### src/rtl/opvcl_map.svh
/*
  Constants of the one-pin voltage configuration link: field positions, codes,
  reset values and timing figures.
  Assumes a 40 MHz core clock and is included by the bit timer and the top module only.
*/
`ifndef OPVCL_MAP_SVH
`define OPVCL_MAP_SVH

// Overview of operation
// RULE_01: High time at least twice low reads one; low at least twice high reads zero.
// RULE_02: A bit period runs from one falling edge to the next falling edge.
// RULE_03: Acknowledge only on request, matching address and sixteen good bits.
// RULE_04: Acknowledge pulls the line low for at most 520 microseconds.
// RULE_05: The pull-down turns on after a validity delay from the last edge.
// RULE_06: Host keeps the line low during the validity delay.
// RULE_07: Host releases the line after the delay and reads low as accepted.
// RULE_08: Mismatch or bad frame leaves the pull-down off.
// RULE_09: Host starts no new traffic until the acknowledge pulse has ended.
// RULE_10: Only an open-drain host may request an acknowledge.
// RULE_11: Acknowledge output is active low and open drain, pulled up by host.
// RULE_12: Line high forces fixed-frequency mode, held through frame reception.
// RULE_13: A falling edge starts decoding; low for the timeout enables power save.
// RULE_14: A frame sent within the timeout after a mode edge is discarded.
// RULE_15: Host sends frames first and selects power save only afterwards.
// RULE_16: First byte is the fixed address 4E, sent most significant bit first.
// RULE_17: Second byte: acknowledge request bit 7, select bits 6 and 5, setting 4 to 0.
// RULE_18: Analog variant: select 00 writes converter 1; no alternate register.
// RULE_19: Select 01 is converter 1 alternate, 10 converter 2, 11 reserved.
// RULE_20: Every byte is sent most significant bit first.
// RULE_21: Host applies a start time before each byte and end-of-stream after it.
// RULE_22: Low-level timeout for power save is at most 520 microseconds.
// RULE_23: Settings change only after a complete, good, matching frame.
// RULE_24: Bit and byte counters restart at each start or timeout.

// ==========================================================================
// Frame layout
`define OPVCL_DEV_ADDR 8'h4E
`define OPVCL_ACK_REQ_POS 7
`define OPVCL_SEL_HI_POS 6
`define OPVCL_SEL_LO_POS 5
`define OPVCL_SET_MSB 4
`define OPVCL_BYTE_LAST_BIT 5'h07
`define OPVCL_FRAME_LAST_BIT 5'h0F

// ==========================================================================
// Register select codes and reset values
`define OPVCL_SEL_CONV1 2'h0
`define OPVCL_SEL_CONV1_ALT 2'h1
`define OPVCL_SEL_CONV2 2'h2
`define OPVCL_SEL_RSVD 2'h3
`define OPVCL_CONV1_RST 5'h00
`define OPVCL_CONV1_ALT_RST 5'h00
`define OPVCL_CONV2_RST 5'h00

// ==========================================================================
// Timing
`define OPVCL_CLK_MHZ 40
`define OPVCL_TIMEOUT_US 520
`define OPVCL_TIMEOUT_CYC (`OPVCL_TIMEOUT_US * `OPVCL_CLK_MHZ)
`define OPVCL_ACK_PULSE_US 520
`define OPVCL_ACK_PULSE_CYC (`OPVCL_ACK_PULSE_US * `OPVCL_CLK_MHZ)
`define OPVCL_ACK_VALID_US 2
`define OPVCL_ACK_VALID_CYC (`OPVCL_ACK_VALID_US * `OPVCL_CLK_MHZ)

`endif

### src/rtl/opvcl_pkg.sv
/*
  Types of the one-pin voltage configuration link.
  Assumes nothing of its surroundings.
*/
package opvcl_pkg;

  // ========================================================================
  // Receiver states, Gray coded along idle, bits, gap, bits, delay, pulse.
  typedef enum logic [2:0] {
    OPVCL_IDLE = 3'h0,
    OPVCL_BITS = 3'h1,
    OPVCL_GAP = 3'h3,
    OPVCL_ACK_DELAY = 3'h5,
    OPVCL_ACK_PULSE = 3'h4
  } opvcl_state_type;

  typedef logic [4:0] opvcl_setting_type;
  typedef logic [15:0] opvcl_count_type;

endpackage

### src/rtl/opvcl_bit_timer.sv
/*
  Low and high time measurement of the shared line, bit classification and
  level timeouts.
  Assumes line_in is synchronous to core_clk.
*/
`timescale 1ns/1ps
`default_nettype none
`include "opvcl_map.svh"

module opvcl_bit_timer #(
  parameter logic [15:0] TIMEOUT_CYC = 16'(`OPVCL_TIMEOUT_CYC)
) (
  // Clock and reset
  input wire logic core_clk,
  input wire logic rst_n,
  // Line and control
  input wire logic line_in,
  input wire logic restart,
  // Results
  output logic fall_pulse,
  output logic bit_val,
  output logic bit_ok,
  output logic low_timeout,
  output logic high_timeout
);

  logic line_q;
  opvcl_pkg::opvcl_count_type low_cnt_q;
  opvcl_pkg::opvcl_count_type high_cnt_q;
  logic fall;
  logic is_one;
  logic is_zero;

  assign fall = line_q & ~line_in;
  assign is_one = ({1'b0, high_cnt_q} >= {low_cnt_q, 1'b0}) && (low_cnt_q != 16'h0000);
  assign is_zero = ({1'b0, low_cnt_q} >= {high_cnt_q, 1'b0}) && (high_cnt_q != 16'h0000);

  always_ff @(posedge core_clk) begin
    if (!rst_n) begin
      line_q <= 1'b0;
    end else begin
      line_q <= line_in;
    end
  end

  // ========================================================================
  // Period counters: a falling edge closes one period and opens the next.
  always_ff @(posedge core_clk) begin
    if (!rst_n || restart) begin
      low_cnt_q <= 16'h0000;
      high_cnt_q <= 16'h0000;
    end else if (fall) begin // see RULE_02
      low_cnt_q <= 16'h0001;
      high_cnt_q <= 16'h0000;
    end else if (!line_in) begin
      if (low_cnt_q != 16'hFFFF) begin
        low_cnt_q <= low_cnt_q + 16'h0001;
      end
    end else if (high_cnt_q != 16'hFFFF) begin
      high_cnt_q <= high_cnt_q + 16'h0001;
    end
  end

  // ========================================================================
  // Classification of the period that the edge has just closed.
  always_ff @(posedge core_clk) begin
    if (!rst_n) begin
      fall_pulse <= 1'b0;
      bit_val <= 1'b0;
      bit_ok <= 1'b0;
      low_timeout <= 1'b0;
      high_timeout <= 1'b0;
    end else begin
      fall_pulse <= fall && !restart;
      bit_val <= is_one; // see RULE_01
      bit_ok <= is_one | is_zero; // see RULE_01
      low_timeout <= !line_in && !restart && (low_cnt_q == TIMEOUT_CYC - 16'h0001); // see RULE_13
      high_timeout <= line_in && !restart && (high_cnt_q == TIMEOUT_CYC - 16'h0001);
    end
  end

endmodule // opvcl_bit_timer

`default_nettype wire

### src/rtl/opvcl_top.sv
/*
  Slave end of the one-pin voltage configuration link: frame reception,
  address check, setting registers, acknowledge pull-down and mode selection.
  Assumes the shared line is sampled synchronously and that an external
  pull-up resistor returns the line high when nobody pulls it low.
*/
`timescale 1ns/1ps
`default_nettype none
`include "opvcl_map.svh"

module opvcl_top #(
  parameter logic [15:0] TIMEOUT_CYC = 16'(`OPVCL_TIMEOUT_CYC),
  parameter logic [15:0] ACK_PULSE_CYC = 16'(`OPVCL_ACK_PULSE_CYC),
  parameter logic [15:0] ACK_VALID_CYC = 16'(`OPVCL_ACK_VALID_CYC)
) (
  // Clock and reset
  input wire logic core_clk,
  input wire logic rst_n,
  // Shared mode and data line
  input wire logic line_in,
  output logic ack_pulldown_out,
  output logic ack_pulldown_oe,
  // Variant and converter 1 select pin
  input wire logic analog_variant,
  input wire logic conv1_select_pin,
  // Settings
  output logic [4:0] converter1_voltage_setting,
  output logic [4:0] converter1_alt_setting,
  output logic [4:0] converter2_voltage_setting,
  output logic [4:0] conv1_active_setting,
  // Mode and status
  output logic forced_pwm,
  output logic frame_accepted
);

  // ========================================================================
  // Declarations
  opvcl_pkg::opvcl_state_type state_q;
  opvcl_pkg::opvcl_state_type state_d;
  logic [4:0] bit_cnt_q;
  logic [14:0] shift_q;
  logic frame_ok_q;
  logic ack_go_q;
  opvcl_pkg::opvcl_count_type dly_q;
  opvcl_pkg::opvcl_setting_type setting_q [3];
  logic fall_pulse;
  logic bit_val;
  logic bit_ok;
  logic low_timeout;
  logic high_timeout;
  logic restart;
  logic last_bit;
  logic [15:0] frame_word;
  logic frame_good;
  logic write_en;
  logic [1:0] sel;

  // True when select code sel writes the register at slot idx.
  function automatic logic sel_hits(input logic [1:0] code, input logic [1:0] idx, input logic analog);
    sel_hits = (code == idx) && (code != `OPVCL_SEL_RSVD) &&
      !(analog && code == `OPVCL_SEL_CONV1_ALT);
  endfunction

  // ========================================================================
  // Line timing and bit classification
  opvcl_bit_timer #(
    .TIMEOUT_CYC(TIMEOUT_CYC)
  ) u_bit_timer (
    .core_clk(core_clk),
    .rst_n(rst_n),
    .line_in(line_in),
    .restart(restart),
    .fall_pulse(fall_pulse),
    .bit_val(bit_val),
    .bit_ok(bit_ok),
    .low_timeout(low_timeout),
    .high_timeout(high_timeout)
  );

  // ========================================================================
  // Frame decode
  // The last bit arrives with the edge, so the frame is judged from the
  // shift register plus the incoming bit.
  assign last_bit = (state_q == opvcl_pkg::OPVCL_BITS) && fall_pulse &&
    (bit_cnt_q == `OPVCL_FRAME_LAST_BIT);
  assign frame_word = {shift_q, bit_val}; // see RULE_20
  assign frame_good = frame_ok_q && bit_ok &&
    (frame_word[15:8] == `OPVCL_DEV_ADDR); // see RULE_16
  assign sel = frame_word[`OPVCL_SEL_HI_POS:`OPVCL_SEL_LO_POS]; // see RULE_17
  assign write_en = last_bit && frame_good; // see RULE_23
  // Timers restart when the acknowledge pulse ends, so our own pull-down
  // does not count as host low time.
  assign restart = (state_q == opvcl_pkg::OPVCL_ACK_PULSE) &&
    (state_d == opvcl_pkg::OPVCL_IDLE);

  // ========================================================================
  // Receiver state machine
  always_comb begin
    state_d = state_q;
    unique case (state_q)
      opvcl_pkg::OPVCL_IDLE: begin
        // Any falling edge, including a mode change edge, opens a bit.
        if (fall_pulse) begin // see RULE_14
          state_d = opvcl_pkg::OPVCL_BITS;
        end
      end
      opvcl_pkg::OPVCL_BITS: begin
        if (low_timeout || high_timeout) begin // see RULE_24
          state_d = opvcl_pkg::OPVCL_IDLE;
        end else if (fall_pulse && bit_cnt_q == `OPVCL_BYTE_LAST_BIT) begin
          state_d = opvcl_pkg::OPVCL_GAP;
        end else if (last_bit) begin
          state_d = opvcl_pkg::OPVCL_ACK_DELAY;
        end
      end
      opvcl_pkg::OPVCL_GAP: begin
        // The gap holds end-of-stream low and start high; its edge opens byte two.
        if (low_timeout) begin // see RULE_24
          state_d = opvcl_pkg::OPVCL_IDLE;
        end else if (fall_pulse) begin
          state_d = opvcl_pkg::OPVCL_BITS;
        end
      end
      opvcl_pkg::OPVCL_ACK_DELAY: begin
        if (dly_q == ACK_VALID_CYC - 16'h0001) begin // see RULE_05
          state_d = ack_go_q ? opvcl_pkg::OPVCL_ACK_PULSE : opvcl_pkg::OPVCL_IDLE; // see RULE_08
        end
      end
      opvcl_pkg::OPVCL_ACK_PULSE: begin
        if (dly_q == ACK_PULSE_CYC - 16'h0001) begin // see RULE_04
          state_d = opvcl_pkg::OPVCL_IDLE;
        end
      end
      default: begin
        state_d = opvcl_pkg::OPVCL_IDLE;
      end
    endcase
  end

  always_ff @(posedge core_clk) begin
    if (!rst_n) begin
      state_q <= opvcl_pkg::OPVCL_IDLE;
    end else begin
      state_q <= state_d;
    end
  end

  // ========================================================================
  // Bit counter, shift register and frame quality
  always_ff @(posedge core_clk) begin
    if (!rst_n) begin
      bit_cnt_q <= 5'h00;
      shift_q <= 15'h0000;
      frame_ok_q <= 1'b0;
    end else if (state_q == opvcl_pkg::OPVCL_IDLE) begin
      bit_cnt_q <= 5'h00; // see RULE_24
      frame_ok_q <= 1'b1;
    end else if (state_q == opvcl_pkg::OPVCL_BITS && fall_pulse) begin
      bit_cnt_q <= bit_cnt_q + 5'h01;
      shift_q <= {shift_q[13:0], bit_val}; // see RULE_20
      frame_ok_q <= frame_ok_q & bit_ok;
    end
  end

  // ========================================================================
  // Acknowledge decision
  always_ff @(posedge core_clk) begin
    if (!rst_n) begin
      ack_go_q <= 1'b0;
    end else if (last_bit) begin
      ack_go_q <= frame_good && frame_word[`OPVCL_ACK_REQ_POS] && (sel != `OPVCL_SEL_RSVD); // see RULE_03
    end
  end

  // ========================================================================
  // Delay counter, restarted on every state change
  always_ff @(posedge core_clk) begin
    if (!rst_n || state_d != state_q) begin
      dly_q <= 16'h0000;
    end else if (dly_q != 16'hFFFF) begin
      dly_q <= dly_q + 16'h0001;
    end
  end

  // ========================================================================
  // Setting registers
  generate
    for (genvar i = 0; i < 3; i++) begin : g_setting
      always_ff @(posedge core_clk) begin
        if (!rst_n) begin
          setting_q[i] <= (i == 0) ? `OPVCL_CONV1_RST : (i == 1) ? `OPVCL_CONV1_ALT_RST : `OPVCL_CONV2_RST;
        end else if (write_en && sel_hits(sel, 2'(i), analog_variant)) begin // see RULE_18, see RULE_19
          setting_q[i] <= frame_word[`OPVCL_SET_MSB:0];
        end
      end
    end
  endgenerate

  always_ff @(posedge core_clk) begin
    if (!rst_n) begin
      converter1_voltage_setting <= `OPVCL_CONV1_RST;
      converter1_alt_setting <= `OPVCL_CONV1_ALT_RST;
      converter2_voltage_setting <= `OPVCL_CONV2_RST;
      conv1_active_setting <= `OPVCL_CONV1_RST;
    end else begin
      converter1_voltage_setting <= setting_q[0];
      converter1_alt_setting <= analog_variant ? `OPVCL_CONV1_ALT_RST : setting_q[1]; // see RULE_18
      converter2_voltage_setting <= setting_q[2];
      conv1_active_setting <= (!analog_variant && conv1_select_pin) ? setting_q[1] : setting_q[0];
    end
  end

  // ========================================================================
  // Mode selection
  // A high line forces fixed frequency at once; only a full low timeout,
  // which never occurs inside a well formed frame, returns to power save.
  always_ff @(posedge core_clk) begin
    if (!rst_n) begin
      forced_pwm <= 1'b0;
    end else if (line_in) begin
      forced_pwm <= 1'b1; // see RULE_12
    end else if (low_timeout) begin
      forced_pwm <= 1'b0; // see RULE_13, see RULE_22
    end
  end

  // ========================================================================
  // Acknowledge pull-down and status
  // The pin is only ever pulled low; the pull-up gives the high level.
  always_ff @(posedge core_clk) begin
    if (!rst_n) begin
      ack_pulldown_out <= 1'b0;
      ack_pulldown_oe <= 1'b0;
      frame_accepted <= 1'b0;
    end else begin
      ack_pulldown_out <= 1'b0; // see RULE_11
      ack_pulldown_oe <= (state_d == opvcl_pkg::OPVCL_ACK_PULSE); // see RULE_04
      frame_accepted <= write_en;
    end
  end

endmodule // opvcl_top

`default_nettype wire
### config.mk
export PLATFORM = sky130hd
export DESIGN_NAME = opvcl_top
export DESIGN_NICKNAME = d
export VERILOG_FILES = /design/src/rtl/opvcl_pkg.sv /design/src/rtl/opvcl_bit_timer.sv /design/src/rtl/opvcl_top.sv
export VERILOG_INCLUDE_DIRS = /design/src /design/src/rtl
export SDC_FILE = /design/constraint.sdc
export NUM_CORES = 1
export LEC_CHECK = 0
export BUFFER_PORTS_ARGS = -buffer_cell sky130_fd_sc_hd__buf_2
export CORE_ASPECT_RATIO = 1.4
export CORE_MARGIN = 4
export CORE_UTILIZATION = 60
export CTS_CLUSTER_DIAMETER = 120
export DETAILED_ROUTE_END_ITERATION = 8
export PLACE_DENSITY_LB_ADDON = 0.1
export SYNTH_ARGS = -nofsm -noshare
export SYNTH_HDL_FRONTEND = slang
export SYNTH_SLANG_ARGS = --single-unit
### constraint.sdc
create_clock -name core_clk -period 5.5 [get_ports core_clk]
set_clock_uncertainty 0.1 [all_clocks]
set_input_delay 0.55 -clock core_clk [delete_from_list [all_inputs] [get_ports core_clk]]
set_output_delay 0.55 -clock core_clk [all_outputs]
set_load 0.05 [all_outputs]
[Word-level counts from Yosys, hierarchy flattened]
Memories as Yosys holds them, arrays and structs flattened. A register that Yosys moved wholly into a read port is not among the register bits.
Cells that the tools add are included.
Cells by class
  bitwise gates (word level): 9
  equal/unequal tests: 20
  $add $sub $neg: 4
  muxes and demuxes: 30
  order comparisons: 2
  reductions and logical operators: 51
Operators by type and width (number)
  16-bit by 1-bit adder with 16-bit output (second input constant): 3
  16-bit by 15-bit equality test with 1-bit output (second input constant): 3
  16-bit inequality test (second input constant): 3
  16-bit by 17-bit greater-or-equal comparator with 1-bit output: 2
  16-bit nonzero test: 2
  1-bit logical AND: 27
  3-bit two-way mux: 8
  5-bit two-way mux: 4
  1-bit two-way mux: 17
  16-bit by 7-bit equality test with 1-bit output (second input constant): 1
  3-bit one-hot mux with 5 select lines: 1
  3-bit equality test (second input constant): 3
  8-bit by 7-bit equality test with 1-bit output (second input constant): 1
  2-bit AND reduction: 4
  1-bit zero test: 6
  3-bit zero test: 2
  2-bit nonzero test: 3
  2-bit OR reduction: 3
  5-bit by 1-bit adder with 5-bit output (second input constant): 1
  5-bit by 3-bit equality test with 1-bit output (second input constant): 1
  5-bit by 4-bit equality test with 1-bit output (second input constant): 1
  1-bit bitwise OR: 4
  3-bit by 1-bit equality test with 1-bit output (second input constant): 1
  3-bit by 2-bit equality test with 1-bit output (second input constant): 1
  9 further kinds: 14
Storage, ports and cells
  RAM bits: 15
  bits of input ports: 5
  word-level logic and storage cells: 138
  memories kept: 1
  flip-flop bits (word level): 97
Memory list
  setting_q: words 3, width 5, read ports 3, clocked after Yosys merged registers in 1, write ports 3, line opvcl_top.sv:45  | opvcl_pkg::opvcl_setting_type setting_q [3];

[Logic depth before layout (Yosys ltp)]
Gate-level depths: netlist of run 1.
  word-level depth: 12
  gate-level depth with buffers: 8
  depth with buffers taken out: 7

[Hierarchy]
A second synthesis of run 1 with hierarchy kept.
Unflattened totals
  cell total of the unflattened synthesis: 655
  area, all modules: 5849.4 um2
By module, submodules not included
  opvcl_top: seq. area each 1731.7 um2, times used 1, cells an instance 346, area an instance 3339.5 um2
  opvcl_bit_timer: seq. area each 760.7 um2, times used 1, cells an instance 309, area an instance 2509.9 um2

[Worst setup path after synthesis of run 1]
No wires, ideal clock.
  path type: register to register
  start point: reg bit_cnt_q[0]
  end point: mem setting_q[1][0] in the netlist's numbering, enable pin
  arrival: 1.735 ns
  setup time: 0.384 ns
  buffers on the path: 0
  path slack: 3.281 ns
  period minus slack after synthesis: 2.219 ns
  stages on the path, launching flop included: 6
  path through: dfxtp_1 ha_1 and3_1 ha_1 nand4_1 o41ai_1
RTL lines
  start: declaration: line opvcl_top.sv:40  | logic [4:0] bit_cnt_q;
  start signal: assignment: line opvcl_top.sv:159  | bit_cnt_q <= bit_cnt_q + 5'h01;
  end: declaration: line opvcl_top.sv:45

==> results.toml, run 1 <==
[clocking]
cts_root_buf = "clkbuf_16"
htreeDepth = 4
cts_resized = 0
holdBufCountCts = 0
clk_pin_slew_ns = 0.06
numCtsBuffers = 17
cts_tree = "done"
clock_path_buffers = 2
post_cts_buffers = 0
clock_latency_ns = 0.41
clock_sinks = 117

[synth]
synth_xor_area_share_pct = 5.76
synthAdderAreaFrac_pct = 8.01
netlist_area_sq_um = 5780
avgSynthCellArea_sq_um = 8.79
yosys-top-cells-area = "dfxtp_1 35%, ha_1 8.0%, edfxtp_1 7.8%, xnor2_1 5.3%, nor2_1 4.8%"
synth_cells = 657
synthesis.nets = 699
synth_top_area_share_pct = 35.3
yosys.area.top_type = "dfxtp_1"
synth_cell_type_count = 56
synth_top_family_by_area = "simple AND/OR/NAND/NOR gates"
yosys.area_share.simple_pct = 25.1
synth_ff_type = "dfxtp_1"
synthMuxAreaShare_pct = 1.39
synth_compound_area_share_pct = 11.3
async_flop_share_pct = 0
synth_common_cells = "102 x dfxtp_1, 74 x nor2_1, 57 x nand2_1"
ys_ff_latch = 117
ys_warn_count = 0
synth.most_common_cell = "dfxtp_1"
seq_area_frac_synth_pct = 43.1
synth-edff-count = 15

[floorplanning]
num_rows = 42
io_pins = 29
die_w_um = 90.9
core_sq_um = 9410
start_util_pct = 61.4
die_area_sq_um = 11300
die_y_um = 124

[worst_setup_path]
worstReg2RegStart = "state_q[0]$_SDFF_PN0_"
critPathCapture = "setting_q[1][4]$_SDFFCE_PN0P_"
startpoint_type = "flip-flop"
crit_start = "state_q[0]$_SDFF_PN0_"
r2r_slack_ns = 2.41
path_class = "reg2reg"
crit_required_ns = 5.43
r2r_cells = 3
worst_r2r_endpoint = "setting_q[1][4]$_SDFFCE_PN0P_"
critPathArrivalTime_ns = 3.02
worstPathMaxFanout = 23
worst_setup_path_end_kind = "flip-flop"

[finish]
stdcell_area_sq_um = 6580
num-nets-final = 723
area.sequential_sq_um = 2490
multi_input_area_sq_um = 2980
synthToLayoutAreaGrowth_pct = 13.9
layout-drive-gt1-share_pct = 9.37
fillCellCount = 767
final_core_util_pct = 69.9
final_cells = 804
diodes = 0

[timing]
max-slew-margin-rel_pct = 20.4
worst_hold_slack_ns = 0.345
worst_slew_pin_slew_ns = 1.18
slew_viol_final = 0
period_needed_ns = 3.09
fmax_mhz = 324
final_hold_viol_count = 0
rsz0062_at_grt = "false"
setup_slack_ns = 2.41
post-route-period-util_pct = 56.1
tns_ns = 0
setup_viol = 0

[grt]
grt_use_total_pct = 23.8
grt_pass1_vias = 4670
antenna_found_initial = 0
grt_overflow = 0
grt_pass1_wl_um = 21100
grt_max_degree = 32

[min_path]
hp-class = "reg2reg"

[place]
placed_area_sq_um = 5940
preCtsSetupSlack_ns = 2.43
numPortBuffers = 27
place.gp.congestion = 0.884
dp_hpwl_um = 9120
placed_cells = 772

[route]
routed_wl_um = 12600
drtIter0Drc = 292
via_per_inst = 5.92
vias = 4762
drtAntennaViolNets = 0
wl_per_cell_um = 15.7
drtPass1Iterations = 4
drc = 0

[pwr]
fin_total_pwr_mw = 2.17
cellPowerDensity_nw_per_um2 = 331
power_leakage_nw = 2.44
peakVddDrop_mv = 0.225

[job]
max_cap_viol_count = 0

[outcome]
status = "finished clean"
[cell type report]
| cell class | count | area share [%] |
|---|---|---|
| multi-input combinational | 467 | 45.3 |
| sequential | 117 | 37.9 |
| clock buffer | 17 | 6.47 |
| clock inverter | 15 | 3.21 |
| inverter | 50 | 2.85 |
| timing repair buffer | 28 | 2.17 |
| tap | 110 | 2.09 |
[cell families after synthesis]
| group | after synthesis |
|---|---|
| AND/OR/NAND/NOR | 281 |
| other | 1 |
| AO/OA/AOI/OAI | 102 |
| adder cells (fa/ha/maj) | 37 |
| buffers and inverters | 73 |
| multiplexers | 8 |
| XOR/XNOR | 38 |
| flip-flops | 117 |
[flip-flops by register name, summed over array words and instances (netlist names), 3 cells and up]
name and flops:
bit_cnt_q 5, converter1_voltage_setting 5, shift_q 15, dly_q 16
converter2_voltage_setting 5, setting_q 15, u_bit_timer.low_cnt_q 16, u_bit_timer.high_cnt_q 16
conv1_active_setting 5, state_q 3, converter1_alt_setting 5
[worst min-delay path by stage]
stage | from | depth (start not counted) | end | slack, ns
after detailed placement | setting_q[2][2]$_SDFFCE_PN0P_ | 1 | converter2_voltage_setting[2]$_SDFF_PN0_ | 0.33
after global placement | setting_q[2][0]$_SDFFCE_PN0P_ | 1 | converter2_voltage_setting[0]$_SDFF_PN0_ | 0.33
final | setting_q[2][4]$_SDFFCE_PN0P_ | 1 | converter2_voltage_setting[4]$_SDFF_PN0_ | 0.34
after CTS | setting_q[2][2]$_SDFFCE_PN0P_ | 1 | converter2_voltage_setting[2]$_SDFF_PN0_ | 0.35
after global routing | setting_q[2][2]$_SDFFCE_PN0P_ | 1 | converter2_voltage_setting[2]$_SDFF_PN0_ | 0.36
after floorplan | setting_q[2][0]$_SDFFCE_PN0P_ | 1 | converter2_voltage_setting[0]$_SDFF_PN0_ | 0.33
[critical path: stages (launching register included)]
cell and delay, ns:
dfxtp_1 0.51, and4bb_1 0.77, nand4_1 0.47, o41ai_1 0.85
[report_power, final]
part | leakage, nW | switching (mW) | internal (mW)
Combinational | 1.15 | 0.0651 | 0.0299
Sequential | 0.980 | 0.0125 | 0.883
Clock | 0.310 | 0.415 | 0.769
Total | 2.44 | 0.493 | 1.68
[layout by cell type, fill, tap and decap left out, drive strengths merged, types with 5 or more instances in the layout]
master and instances:
dfxtp 102, nor2 74, inv 58, nand2 57
a21oi 41, ha 37, xnor2 35, and2 29
buf 28, nand3 21, nand4 20, nor4 20
o21ai 18, clkbuf 17, nor3 16, edfxtp 15
mux2i 8, a211oi 8, and3 6, o31ai 5
nand2b 5, or3 5, or4 5
[layer usage]
metal / up-vias / GRT usage (%) / share of wire [%]
li1: 2357 / - / -
met1: 2207 / 23.4 / 38
met2: 146 / 44.6 / 53
met3: 52 / 5.86 / 4.5
met4: 0 / 14.7 / 5.1
met5: - / 0 / 0
No activity file was read; power rests on OpenSTA's default activity.
==> inputs of run 2 (changes only) <==
==> constraint.sdc (replaced) <==
create_clock -name core_clk -period 2.85 [get_ports core_clk]
set_clock_uncertainty 0.1 [all_clocks]
set_input_delay 0.285 -clock core_clk [delete_from_list [all_inputs] [get_ports core_clk]]
set_output_delay 0.285 -clock core_clk [all_outputs]
set_load 0.05 [all_outputs]
==> run 2 against run 1 <==
Worst setup slack got worse by 2.0 ns. Critical path depth up 4. Clock power grew 68%. Sequential power rose by 93%. Combinational power up 100%. Via count increased by 2.2%. Final area did not move. Largest cell class unchanged. Largest power group unchanged. Highest routed layer unchanged.
==> results.toml, run 2 (synthesis results as in run 1) <==
[outcome]
status = "finished clean"

[job]
max_cap_viol_count = 0

[worst_setup_path]
r2r_slack_ns = 0.46
critPathBufInv = 1
r2r_cells = 7
path_class = "reg2reg"
worst_setup_path_end_kind = "flip-flop"
worst_r2r_endpoint = "u_bit_timer.high_cnt_q[14]$_SDFFE_PP0P_"
crit_required_ns = 3.02
cp_slowest_stage_delay_ns = 0.53
crit_chain = "ha_1, nand2_1, or4_4, o41ai_4, or2b_2, buf_12, a311oi_1"
worst_path_max_delay_cell = "or4_4"
worstPathMaxFanout = 31
startpoint_type = "flip-flop"
worstReg2RegStart = "dly_q[0]$_SDFFE_PP0P_"
path_delay_family = "simple AND/OR/NAND/NOR gates"
critPathArrivalTime_ns = 2.56

[pwr]
internal_power_mw = 2.97
p_clk_share_pct = 50.7
switchingPower_mw = 0.932
swShare_pct = 23.9
p_seq_share_pct = 44.3
cellPowerDensity_nw_per_um2 = 593
power_leakage_nw = 2.44
power.share.combinational_pct = 5.0
peakVddDrop_mv = 0.453

[route]
drtPass1Iterations = 5
wl_per_cell_um = 16.1
via_per_inst = 5.98
vias = 4865
drc = 0
routed_wl_um = 13100
drtAntennaViolNets = 0
drtIter0Drc = 284

[timing]
setup_slack_ns = 0.462
period_needed_ns = 2.39
post-route-period-util_pct = 83.8
fmax_mhz = 419
rsz0062_at_grt = "false"
max-slew-margin-rel_pct = 53.3
final_hold_viol_count = 0
slew_viol_final = 0
worst_slew_pin_slew_ns = 0.694
setup_viol = 0
worst_hold_slack_ns = 0.165
tns_ns = 0

[clocking]
htreeDepth = 4
clock_path_buffers = 2
numCtsBuffers = 17
cts_root_buf = "clkbuf_16"
clk_pin_slew_ns = 0.06
post_cts_buffers = 0
clock_sinks = 117
holdBufCountCts = 0
clock_latency_ns = 0.41
cts_tree = "done"
cts_resized = 0

[place]
numPortBuffers = 27
place.gp.congestion = 0.881
preCtsSetupSlack_ns = 0.494
dp_hpwl_um = 9250

[min_path]
hp-class = "in2reg"
holdPathEnd = "converter1_alt_setting[0]$_SDFF_PP0_"
hold_path_depth = 3
holdCritStartpoint = "analog_variant"

[grt]
antenna_found_initial = 0
grt_overflow = 0
grt_pass1_vias = 4826
grt_max_degree = 32
grt_use_total_pct = 24.3
grt_pass1_wl_um = 21800

[finish]
num-nets-final = 732
synthToLayoutAreaGrowth_pct = 13.9
fillCellCount = 767
layout-drive-gt1-share_pct = 10.5
reg_top3 = "dly_q (16), u_bit_timer.high_cnt_q (16), u_bit_timer.low_cnt_q (16)"
diodes = 0
layout_commonest_cell = "dfxtp_1"
final_cell_mix = "102 x dfxtp_1, 74 x nor2_1, 57 x nand2_1, 50 x inv_1, 41 x a21oi_1"

[floorplanning]
core_sq_um = 9410
num_rows = 42
die_w_um = 90.9
die_area_sq_um = 11300
die_y_um = 124
io_pins = 29
start_util_pct = 61.4
[run 2: changes by cell type in the layout (fill, tap and decap cells not counted), sizes merged]
cell,change
buf,+9
bufinv,-3
clkinv,+4
clkinvlp,+4
inv,-5
[run 2: area by class of cell]
type	instances	area [sq um]	area share, %
Timing Repair Buffer	37	223	3.39
Clock buffer	17	425	6.47
Inverter	50	188	2.85
Sequential cell	117	2490	37.9
Multi-Input combinational cell	467	2980	45.3
Tap cell	110	138	2.09
Clock inverter	15	131	2.00
[run 2: power groups by stage]
stage | Combinational [mW] | Clock [mW] | Sequential [mW]
floorplan | 0.108 | 0 | 1.80
CTS | 0.194 | 2.00 | 1.73
finish | 0.193 | 1.98 | 1.73
global route | 0.210 | 2.09 | 1.73
global placement | 0.188 | 0 | 1.76
detailed placement | 0.194 | 0 | 1.76
[run 2: worst max path at each step]
stage	startpoint	endpoint	slack, ns	depth (start not counted)
after detailed placement	dly_q[0]$_SDFFE_PP0P_	u_bit_timer.high_cnt_q[14]$_SDFFE_PP0P_	0.49	7
after floorplan	bit_cnt_q[0]$_SDFFE_PP0P_	setting_q[1][0]$_SDFFCE_PN0P_	0.63	5
after CTS	dly_q[0]$_SDFFE_PP0P_	u_bit_timer.high_cnt_q[14]$_SDFFE_PP0P_	0.48	7
after global routing	bit_cnt_q[0]$_SDFFE_PP0P_	setting_q[1][4]$_SDFFCE_PN0P_	0.26	6
final	dly_q[0]$_SDFFE_PP0P_	u_bit_timer.high_cnt_q[14]$_SDFFE_PP0P_	0.46	7
after global placement	dly_q[0]$_SDFFE_PP0P_	u_bit_timer.high_cnt_q[14]$_SDFFE_PP0P_	0.56	7
[run 2: routing by layer]
layer  up-vias  GRT usage (%)  wire length [um]
met5         -              0                 0
met4         0           15.1               568
met3        50           6.10               554
met2       160           45.9              7010
met1      2291           23.7              4950
li1       2364              -                 -
[run 2: per-stage QoR]
stage | area [sq um] | cells | utilization (%) | power, mW
6_report | 6580 | 813 | 69.9 | 3.90
2_1_floorplan | 5780 | 657 | - | 1.90
5_1_grt | 6580 | 813 | 69.9 | 4.04
4_1_cts | 6580 | 813 | 69.9 | 3.92
3_5_place_dp | 6020 | 781 | 64.0 | 1.96
3_3_place_gp | 6020 | 781 | 64.0 | 1.95
[run 2: worst register-to-register path, stage by stage (launching register included)]
cell      delay (ns)
dfxtp_1         0.41
ha_1            0.24
nand2_1         0.10
or4_4           0.53
o41ai_4         0.43
or2b_2          0.21
buf_12          0.18
a311oi_1        0.06
